===== src/ddps_map.vh =====
// ddps_map.vh: register offsets, field positions and reset values
// for the dual data pointer select block; definitions only.
`ifndef DDPS_MAP_VH
`define DDPS_MAP_VH

// ****************************************
// register address
// ****************************************
`define DDPS_AUX_ADDR        8'hA2

// ****************************************
// field positions of the aux control register
// ****************************************
`define DDPS_SEL_BIT         0
`define DDPS_ZERO_BIT        2
`define DDPS_FLAG_BIT        3
`define DDPS_BOOT_BIT        5

// ****************************************
// reset values and boot window
// ****************************************
`define DDPS_FLAG_RST        1'b0
`define DDPS_PTR_RST         16'h0000
`define DDPS_BOOT_LO         16'hF800
`define DDPS_BOOT_HI         16'hFFFF

`endif


===== src/ddps_ptr_reg.v =====
// ddps_ptr_reg.v: one 16-bit data pointer with load and increment.
// assumes the caller gates load and increment with the pointer select.
`timescale 1ns/1ps
`include "ddps_map.vh"

module ddps_ptr_reg #(
   parameter WIDTH = 16
) (
   input  wire             clk_in,
   input  wire             srst_in,
   input  wire             load_in,
   input  wire             inc_in,
   input  wire [WIDTH-1:0] data_in,
   output wire [WIDTH-1:0] value_out
);

   reg [WIDTH-1:0] ptr_q;

   // ****************************************
   // pointer storage
   // ****************************************
   // load wins over increment; idle keeps the value
   always @(posedge clk_in) begin
      if (srst_in) begin
         ptr_q <= {WIDTH{1'b0}};                     // pointers clear on reset
      end else if (load_in) begin
         ptr_q <= data_in;
      end else if (inc_in) begin
         ptr_q <= ptr_q + {{(WIDTH-1){1'b0}}, 1'b1};
      end
   end

   assign value_out = ptr_q;

endmodule


===== src/ddps_top.v =====
// ddps_top.v: dual data pointer bank with its aux control register.
// assumes a core on clk_in issuing one-cycle strobes for special
// register access, pointer load/increment and external data access.
//
// How it works
// two independent 16-bit pointers address external data
// select bit zero picks pointer zero, one picks one
// bit two reads zero, ignores writes, blocks carry
// increment of the register toggles pointer select
// bit three is a plain software flag
// boot enable maps boot memory at F800h-FFFFh
// reserved bits read zero; software writes zeros
// reset clears select, loads boot enable from strap
// register sits at address A2h, byte access
// pointer operations touch only the selected pointer
`timescale 1ns/1ps
`include "ddps_map.vh"

module ddps_top #(
   parameter PTR_W = 16
) (
   input  wire             clk_in,
   input  wire             srst_in,
   input  wire [7:0]       sfr_addr_in,
   input  wire             sfr_wr_in,
   input  wire             sfr_inc_in,
   input  wire             sfr_rd_in,
   input  wire [7:0]       sfr_wdata_in,
   output reg  [7:0]       sfr_rdata_out,
   output reg              sfr_hit_out,
   input  wire             ptr_load_in,
   input  wire             ptr_inc_in,
   input  wire [PTR_W-1:0] ptr_data_in,
   input  wire             xdata_req_in,
   output reg  [PTR_W-1:0] xdata_addr_out,
   output reg              xdata_valid_out,
   output reg  [PTR_W-1:0] data_pointer_out,
   input  wire             bootloader_jump_config_bit_in,
   input  wire [15:0]      code_addr_in,
   output reg              boot_select_out,
   output reg              boot_memory_map_enable_out,
   output reg              pointer_select_out
);

   reg               pointer_select_q;
   reg               user_flag_q;
   reg               boot_memory_map_enable_q;
   reg               strap_s1_q;
   reg               strap_s2_q;
   reg               in_reset_q;
   wire              hit;
   wire [7:0]        reg_view;
   wire [PTR_W-1:0]  data_pointer_zero;
   wire [PTR_W-1:0]  data_pointer_one;
   wire [PTR_W-1:0]  cur_ptr;
   wire              rd_hit;
   wire              wr_hit;
   wire              inc_hit;
   wire              any_hit;
   wire              in_boot_win;
   wire              view_sel;
   wire              view_rsv1;
   wire              view_zero;
   wire              view_flag;
   wire              view_rsv4;
   wire              view_boot;
   wire              view_rsv6;
   wire              view_rsv7;

   // ****************************************
   // register decode and view
   // ****************************************
   // address compare for the aux control register
   assign hit = (sfr_addr_in == `DDPS_AUX_ADDR);

   // qualified strobes; increment wins over a plain write
   assign inc_hit = hit & sfr_inc_in;
   assign wr_hit  = hit & sfr_wr_in & ~sfr_inc_in;
   assign rd_hit  = hit & sfr_rd_in;
   assign any_hit = hit & (sfr_rd_in | sfr_wr_in | sfr_inc_in);

   // view bits, one per field position
   assign view_sel  = pointer_select_q;
   assign view_rsv1 = 1'b0;
   assign view_zero = 1'b0;
   assign view_flag = user_flag_q;
   assign view_rsv4 = 1'b0;
   assign view_boot = boot_memory_map_enable_q;
   assign view_rsv6 = 1'b0;
   assign view_rsv7 = 1'b0;

   // reserved bits read zero so software needs no mask
   assign reg_view = {view_rsv7, view_rsv6, view_boot, view_rsv4,
                      view_flag, view_zero, view_rsv1, view_sel};

   // boot window compare on the code fetch address
   assign in_boot_win = (code_addr_in >= `DDPS_BOOT_LO) &&
                        (code_addr_in <= `DDPS_BOOT_HI);

   // ****************************************
   // strap synchroniser
   // ****************************************
   always @(posedge clk_in) begin
      strap_s1_q <= bootloader_jump_config_bit_in;
      strap_s2_q <= strap_s1_q;
      in_reset_q <= srst_in;
   end

   // ****************************************
   // aux control register
   // ****************************************
   // select: increment with bit 2 at zero flips only this bit
   always @(posedge clk_in) begin
      if (srst_in) begin
         pointer_select_q <= 1'b0;
      end else if (inc_hit) begin
         pointer_select_q <= ~pointer_select_q;
      end else if (wr_hit) begin
         pointer_select_q <= sfr_wdata_in[`DDPS_SEL_BIT];
      end
   end

   // user flag: software only, an increment never carries into it
   always @(posedge clk_in) begin
      if (srst_in) begin
         user_flag_q <= `DDPS_FLAG_RST;
      end else if (wr_hit) begin
         user_flag_q <= sfr_wdata_in[`DDPS_FLAG_BIT];
      end
   end

   // boot enable: strap value is taken while reset is held and
   // on the edge after release, then software owns it
   always @(posedge clk_in) begin
      if (srst_in || in_reset_q) begin
         boot_memory_map_enable_q <= strap_s2_q;
      end else if (wr_hit) begin
         boot_memory_map_enable_q <= sfr_wdata_in[`DDPS_BOOT_BIT];
      end
   end

   // ****************************************
   // the two pointers
   // ****************************************
   ddps_ptr_reg #(
      .WIDTH     (PTR_W)
   ) u_ptr_zero (
      .clk_in    (clk_in),
      .srst_in   (srst_in),
      .load_in   (ptr_load_in & ~pointer_select_q),
      .inc_in    (ptr_inc_in & ~pointer_select_q),
      .data_in   (ptr_data_in),
      .value_out (data_pointer_zero)
   );

   ddps_ptr_reg #(
      .WIDTH     (PTR_W)
   ) u_ptr_one (
      .clk_in    (clk_in),
      .srst_in   (srst_in),
      .load_in   (ptr_load_in & pointer_select_q),
      .inc_in    (ptr_inc_in & pointer_select_q),
      .data_in   (ptr_data_in),
      .value_out (data_pointer_one)
   );

   // selected pointer feeds the external data address and the core pointer output
   assign cur_ptr = pointer_select_q ? data_pointer_one
                                     : data_pointer_zero;

   // ****************************************
   // registered outputs
   // ****************************************
   // read data stands one cycle after a read strobe, else zero
   always @(posedge clk_in) begin
      if (srst_in) begin
         sfr_rdata_out <= 8'h00;
      end else begin
         sfr_rdata_out <= rd_hit ? reg_view : 8'h00;
      end
   end

   // hit pulse for any strobe at the aux address
   always @(posedge clk_in) begin
      if (srst_in) begin
         sfr_hit_out <= 1'b0;
      end else begin
         sfr_hit_out <= any_hit;
      end
   end

   // external data address from the selected pointer
   always @(posedge clk_in) begin
      if (srst_in) begin
         xdata_addr_out <= {PTR_W{1'b0}};
      end else begin
         xdata_addr_out <= cur_ptr;
      end
   end

   // access valid follows the request by one cycle
   always @(posedge clk_in) begin
      if (srst_in) begin
         xdata_valid_out <= 1'b0;
      end else begin
         xdata_valid_out <= xdata_req_in;
      end
   end

   // selected pointer value for the core
   always @(posedge clk_in) begin
      if (srst_in) begin
         data_pointer_out <= {PTR_W{1'b0}};
      end else begin
         data_pointer_out <= cur_ptr;
      end
   end

   // boot memory selected only inside the window with enable set
   always @(posedge clk_in) begin
      if (srst_in) begin
         boot_select_out <= 1'b0;
      end else begin
         boot_select_out <= boot_memory_map_enable_q & in_boot_win;
      end
   end

   // registered copy of the boot enable bit
   always @(posedge clk_in) begin
      if (srst_in) begin
         boot_memory_map_enable_out <= 1'b0;
      end else begin
         boot_memory_map_enable_out <= boot_memory_map_enable_q;
      end
   end

   // registered copy of the pointer select bit
   always @(posedge clk_in) begin
      if (srst_in) begin
         pointer_select_out <= 1'b0;
      end else begin
         pointer_select_out <= pointer_select_q;
      end
   end

endmodule


===== config.mk =====
export PLATFORM = sky130hd
export DESIGN_NAME = ddps_top
export DESIGN_NICKNAME = d
export VERILOG_FILES = /design/src/ddps_ptr_reg.v /design/src/ddps_top.v
export VERILOG_INCLUDE_DIRS = /design/src
export SDC_FILE = /design/constraint.sdc
export NUM_CORES = 1
export LEC_CHECK = 0
export BUFFER_PORTS_ARGS = -buffer_cell sky130_fd_sc_hd__buf_2
export CAP_MARGIN = 20
export CORE_MARGIN = 4
export CORE_UTILIZATION = 51
export DETAILED_ROUTE_END_ITERATION = 8
export PLACE_DENSITY = 0.88
export SETUP_SLACK_MARGIN = 0.15
export SLEW_MARGIN = 40
export SYNTH_ARGS = -nofsm -noshare
export SYNTH_HDL_FRONTEND = slang
export SYNTH_SLANG_ARGS = --single-unit
export TNS_END_PERCENT = 20

===== constraint.sdc =====
create_clock -name clk_in -period 2.28 [get_ports clk_in]
set_input_delay 0.114 -clock clk_in [delete_from_list [all_inputs] [get_ports clk_in]]
set_output_delay 0.114 -clock clk_in [all_outputs]
set_load 0.005 [all_outputs]

==> impl_summary.txt <==
----------------------------------------------------
[Drt]
  Average wire per cell in the routed design ... 16.8 um
  Iteration count of the initial detailed-routing pass ... 5
  Total vias in the final route ... 3222
  Routed wire length ... 8.84 mm
  Final routed DRC violation total ... 0
  Number of DRC violations after detailed-routing iteration 0 ... between 300 and 400
  Mean number of vias per cell ... 6.13
  Routed Antenna Nets ... 0

[Synthesis]
  Top cell types by occurrence after synthesis ... sky130_fd_sc_hd__dfxtp_1 (61), sky130_fd_sc_hd__nor2_1 (41), sky130_fd_sc_hd__a21oi_1 (26)
  Sequential cell area fraction in the yosys report ... 0.380
  Synthesized instance count ... about 390
  YS warnings ... 0
  Average cell area after synthesis ... around 8.5 um^2
  Area leader, netlist ... sky130_fd_sc_hd__dfxtp_1
  Async set-reset flop share out of synthesis ... 0
  Cell Area, Synth ... 3290 um^2
  Fraction of post-synthesis cell area in the top cell type by area ... 0.371
  Ys flop type ... sky130_fd_sc_hd__dfxtp_1
  Post-synthesis sequential element count ... 62
  Post-synth EDFFs ... 1
  Most frequent cell after synthesis ... sky130_fd_sc_hd__dfxtp_1
  Ranking of synthesized cells by area ... sky130_fd_sc_hd__dfxtp_1 (37%), sky130_fd_sc_hd__mux2i_1 (5.2%), sky130_fd_sc_hd__buf_4 (5.0%)
  Count of distinct cell types in the synthesized netlist ... 64

[Setup path]
  Data arrival time of the worst path ... about 2.1 ns
  Most frequent cell on the critical path ... sky130_fd_sc_hd__nor4_1
  Setup CP Type ... reg -> reg
  Capturing element type of the critical path ... flop
  Delay of the slowest cell on the worst path ... 0.49 ns
  List of cells traversed by the critical path ... ha_1 > nand4_1 > nor4_1 > and4_1 > nor4_1
  Required time of the critical path ... ~2.5 ns
  Critical path startpoint category ... flop
  Library cell contributing the largest single delay on the critical path ... sky130_fd_sc_hd__nor4_1
  Biggest fanout along the worst timing path ... 7

[Power]
  Flop pwr share ... 0.475
  Leakage power ... 1.56 nW
  Net Switching ... 0.605 mW
  Net Sw Frac ... 0.243
  Design internal power ... roughly 1.9 mW
  Part of the total power dissipated in combinational logic ... 0.097
  Peak supply drop ... between 0.3 and 0.4 mV
  Power density cells ... 649 nW/um^2
  Fraction of power consumed by the clock network ... 0.428

[Run status]
  Run status ... finished clean

[Global routing]
  Vias in the first global route ... 2971
  Gr ovfl total ... 0
  Maximum number of pins on one net before global-route repair ... 35
  Global-route wire length before repair ... 14.4 mm
  Number of antenna violations at the first check in global routing ... 0
  Combined global-route utilization of all metal layers ... 0.239

[STA]
  Measured slew at the worst slew-check pin ... 0.666 ns
  Setup violation total in the final timing report ... 0
  Share of the clock period used by the worst path after layout ... 0.820
  Final Hold Violating Endpoints ... 0
  Highest clock rate ... 535 MHz
  Fin crit period ... 1.87 ns
  Worst-case headroom to the max-slew limit ... 0.556
  Max-slew violation count ... 0
  Setup repair after global routing missed its margin ... false
  Clock Skew ... 0.00665 ns
  Final total negative setup slack ... 0 ns

[Die]
  Width of the chip ... 88.3 um
  Number of top-level design ports ... just over 100
  Starting utilization of the core area ... 0.521
  Total number of placement rows ... 29
  Die Height ... slightly below 90 um
  Area inside the core boundary ... 6310 um^2
  Die Outline Area ... 7800 um^2

[Clocking]
  Total setup buffers inserted after CTS ... 0
  Post_cts resized ... 0
  Total CTS buffers ... 9
  Clock root cell ... sky130_fd_sc_hd__clkbuf_8
  CTS tree ... built
  Clock tree sinks ... between 60 and 70
  Reg clk slew, reported paths ... 0.07 ns
  Source-to-sink clock delay at the later pin of the worst-skew pair ... ~0.35 ns
  Clk buf depth ... 2
  CTS HTree Levels ... 3
  Number of hold-repair buffers added at the cts stage ... 3

[Placed design]
  Routability congestion estimate from global placement ... 0.961
  Placed inst area ... 3590 um^2
  Number of port buffers ... 80
  Final HPWL DP ... between 6 and 7 mm

[Finish]
  Area grow syn2layout ... 16.4%
  Fraction of layout instances using a drive strength above 1 ... 0.261
  Antenna Diode Count ... 0
  Fin area ... between 3000 and 4000 um^2
  Multi-input gate area ... 1730 um^2
  Nets@finish ... between 500 and 600
  Filler cells ... approximately 560
  Seq. cell area ... 1250 um^2

[Flow run]
  Max_cap viols ... 0

[Worst hold path]
  HP Class ... in -> reg

----------------------------------------------------
[flip-flops by register name (all words and copies together) (netlist names)]
register,count
data_pointer_out,16
strap_s2_q,1
sfr_rdata_out,3
boot_memory_map_enable_out,1
strap_s1_q,1
user_flag_q,1
boot_memory_map_enable_q,1
pointer_select_out,1
u_ptr_one.value_out,16
xdata_valid_out,1
sfr_hit_out,1
boot_select_out,1
pointer_select_q,1
in_reset_q,1
u_ptr_zero.value_out,16
[cell usage in the layout, fill, tap and decap left out, types with 4 or more instances in the layout]
cell / instances
sky130_fd_sc_hd__nor3_1: 12
sky130_fd_sc_hd__a21o_1: 5
sky130_fd_sc_hd__conb_1: 5
sky130_fd_sc_hd__nand2_1: 14
sky130_fd_sc_hd__nand3_1: 15
sky130_fd_sc_hd__nand4_1: 6
sky130_fd_sc_hd__nor2b_1: 9
sky130_fd_sc_hd__nor2_1: 41
sky130_fd_sc_hd__o41ai_1: 4
sky130_fd_sc_hd__nor4_1: 6
sky130_fd_sc_hd__buf_2: 80
sky130_fd_sc_hd__o22ai_1: 7
sky130_fd_sc_hd__mux2i_1: 17
sky130_fd_sc_hd__buf_4: 8
sky130_fd_sc_hd__nand2b_1: 9
sky130_fd_sc_hd__a211oi_1: 10
sky130_fd_sc_hd__dfxtp_1: 61
sky130_fd_sc_hd__a21oi_1: 26
sky130_fd_sc_hd__and4_1: 6
sky130_fd_sc_hd__o21ai_0: 15
sky130_fd_sc_hd__clkbuf_8: 10
sky130_fd_sc_hd__inv_1: 11
[cells by family after synthesis]
| group | share of synthesized area |
|---|---|
| buffers and inverters | 0.0977 |
| DFF | 0.380 |
| muxes | 0.0551 |
| other | 0.00114 |
| adders and majority gates | 0.00760 |
| xor gates and xnor gates | 0.00266 |
| AOI/OAI and AO/OA | 0.203 |
| and+or+nand+nor | 0.253 |
[layer usage]
metal	vias to the layer above	GRT usage	wire length (um)
met5	-	0	0
met4	0	0.118	223
met3	21	0.0605	820
met2	186	0.365	4200
met1	1506	0.315	3590
li1	1509	-	-
[worst max-delay path, delay by kind of cell, from the launching register on]
family | cells | cell delay, ns
adders and majority gates | 1 | 0.28
DFF | 1 | 0.45
and+or+nand+nor | 4 | 1.02
[area by class of cell]
cell class,count,share of cell area
inverters,12,0.0118
clock buffers,12,0.0379
flip-flops and latches,62,0.327
well taps,77,0.0251
clock inverters,4,0.0183
multi-input cells,268,0.452
repair buffers,91,0.128
[stage by stage]
step,setup slack (ns),power [mW],hold slack [ns],util,std cells
5_1_grt,0.227,2.59,0.0125,0.607,526
3_5_place_dp,0.477,1.44,0.219,0.568,507
4_1_cts,0.459,2.50,0.00516,0.607,526
2_1_floorplan,0.707,1.36,0.142,-,390
3_3_place_gp,0.495,1.43,0.218,0.568,507
6_report,0.410,2.49,0.00903,0.607,526
[final timing paths]
path	from	end	slack [ns]	depth (start not counted)
hold reg to reg	strap_s1_q	strap_s2_q	0.33	0
setup / recovery	u_ptr_one.value_out[0]	u_ptr_one.value_out[14]	0.41	5
hold / removal	code_addr_in[15]	boot_select_out	0.009	3
setup reg to reg	u_ptr_one.value_out[0]	u_ptr_one.value_out[14]	0.41	5
[power groups by stage]
stage | registers, mW | logic [mW] | clock network [mW]
floorplan | 1.19 | 0.171 | 0
global placement | 1.20 | 0.229 | 0
detailed placement | 1.20 | 0.234 | 0
CTS | 1.18 | 0.241 | 1.08
global route | 1.19 | 0.271 | 1.13
finish | 1.18 | 0.242 | 1.06
Power figures use the tool's default switching activity.
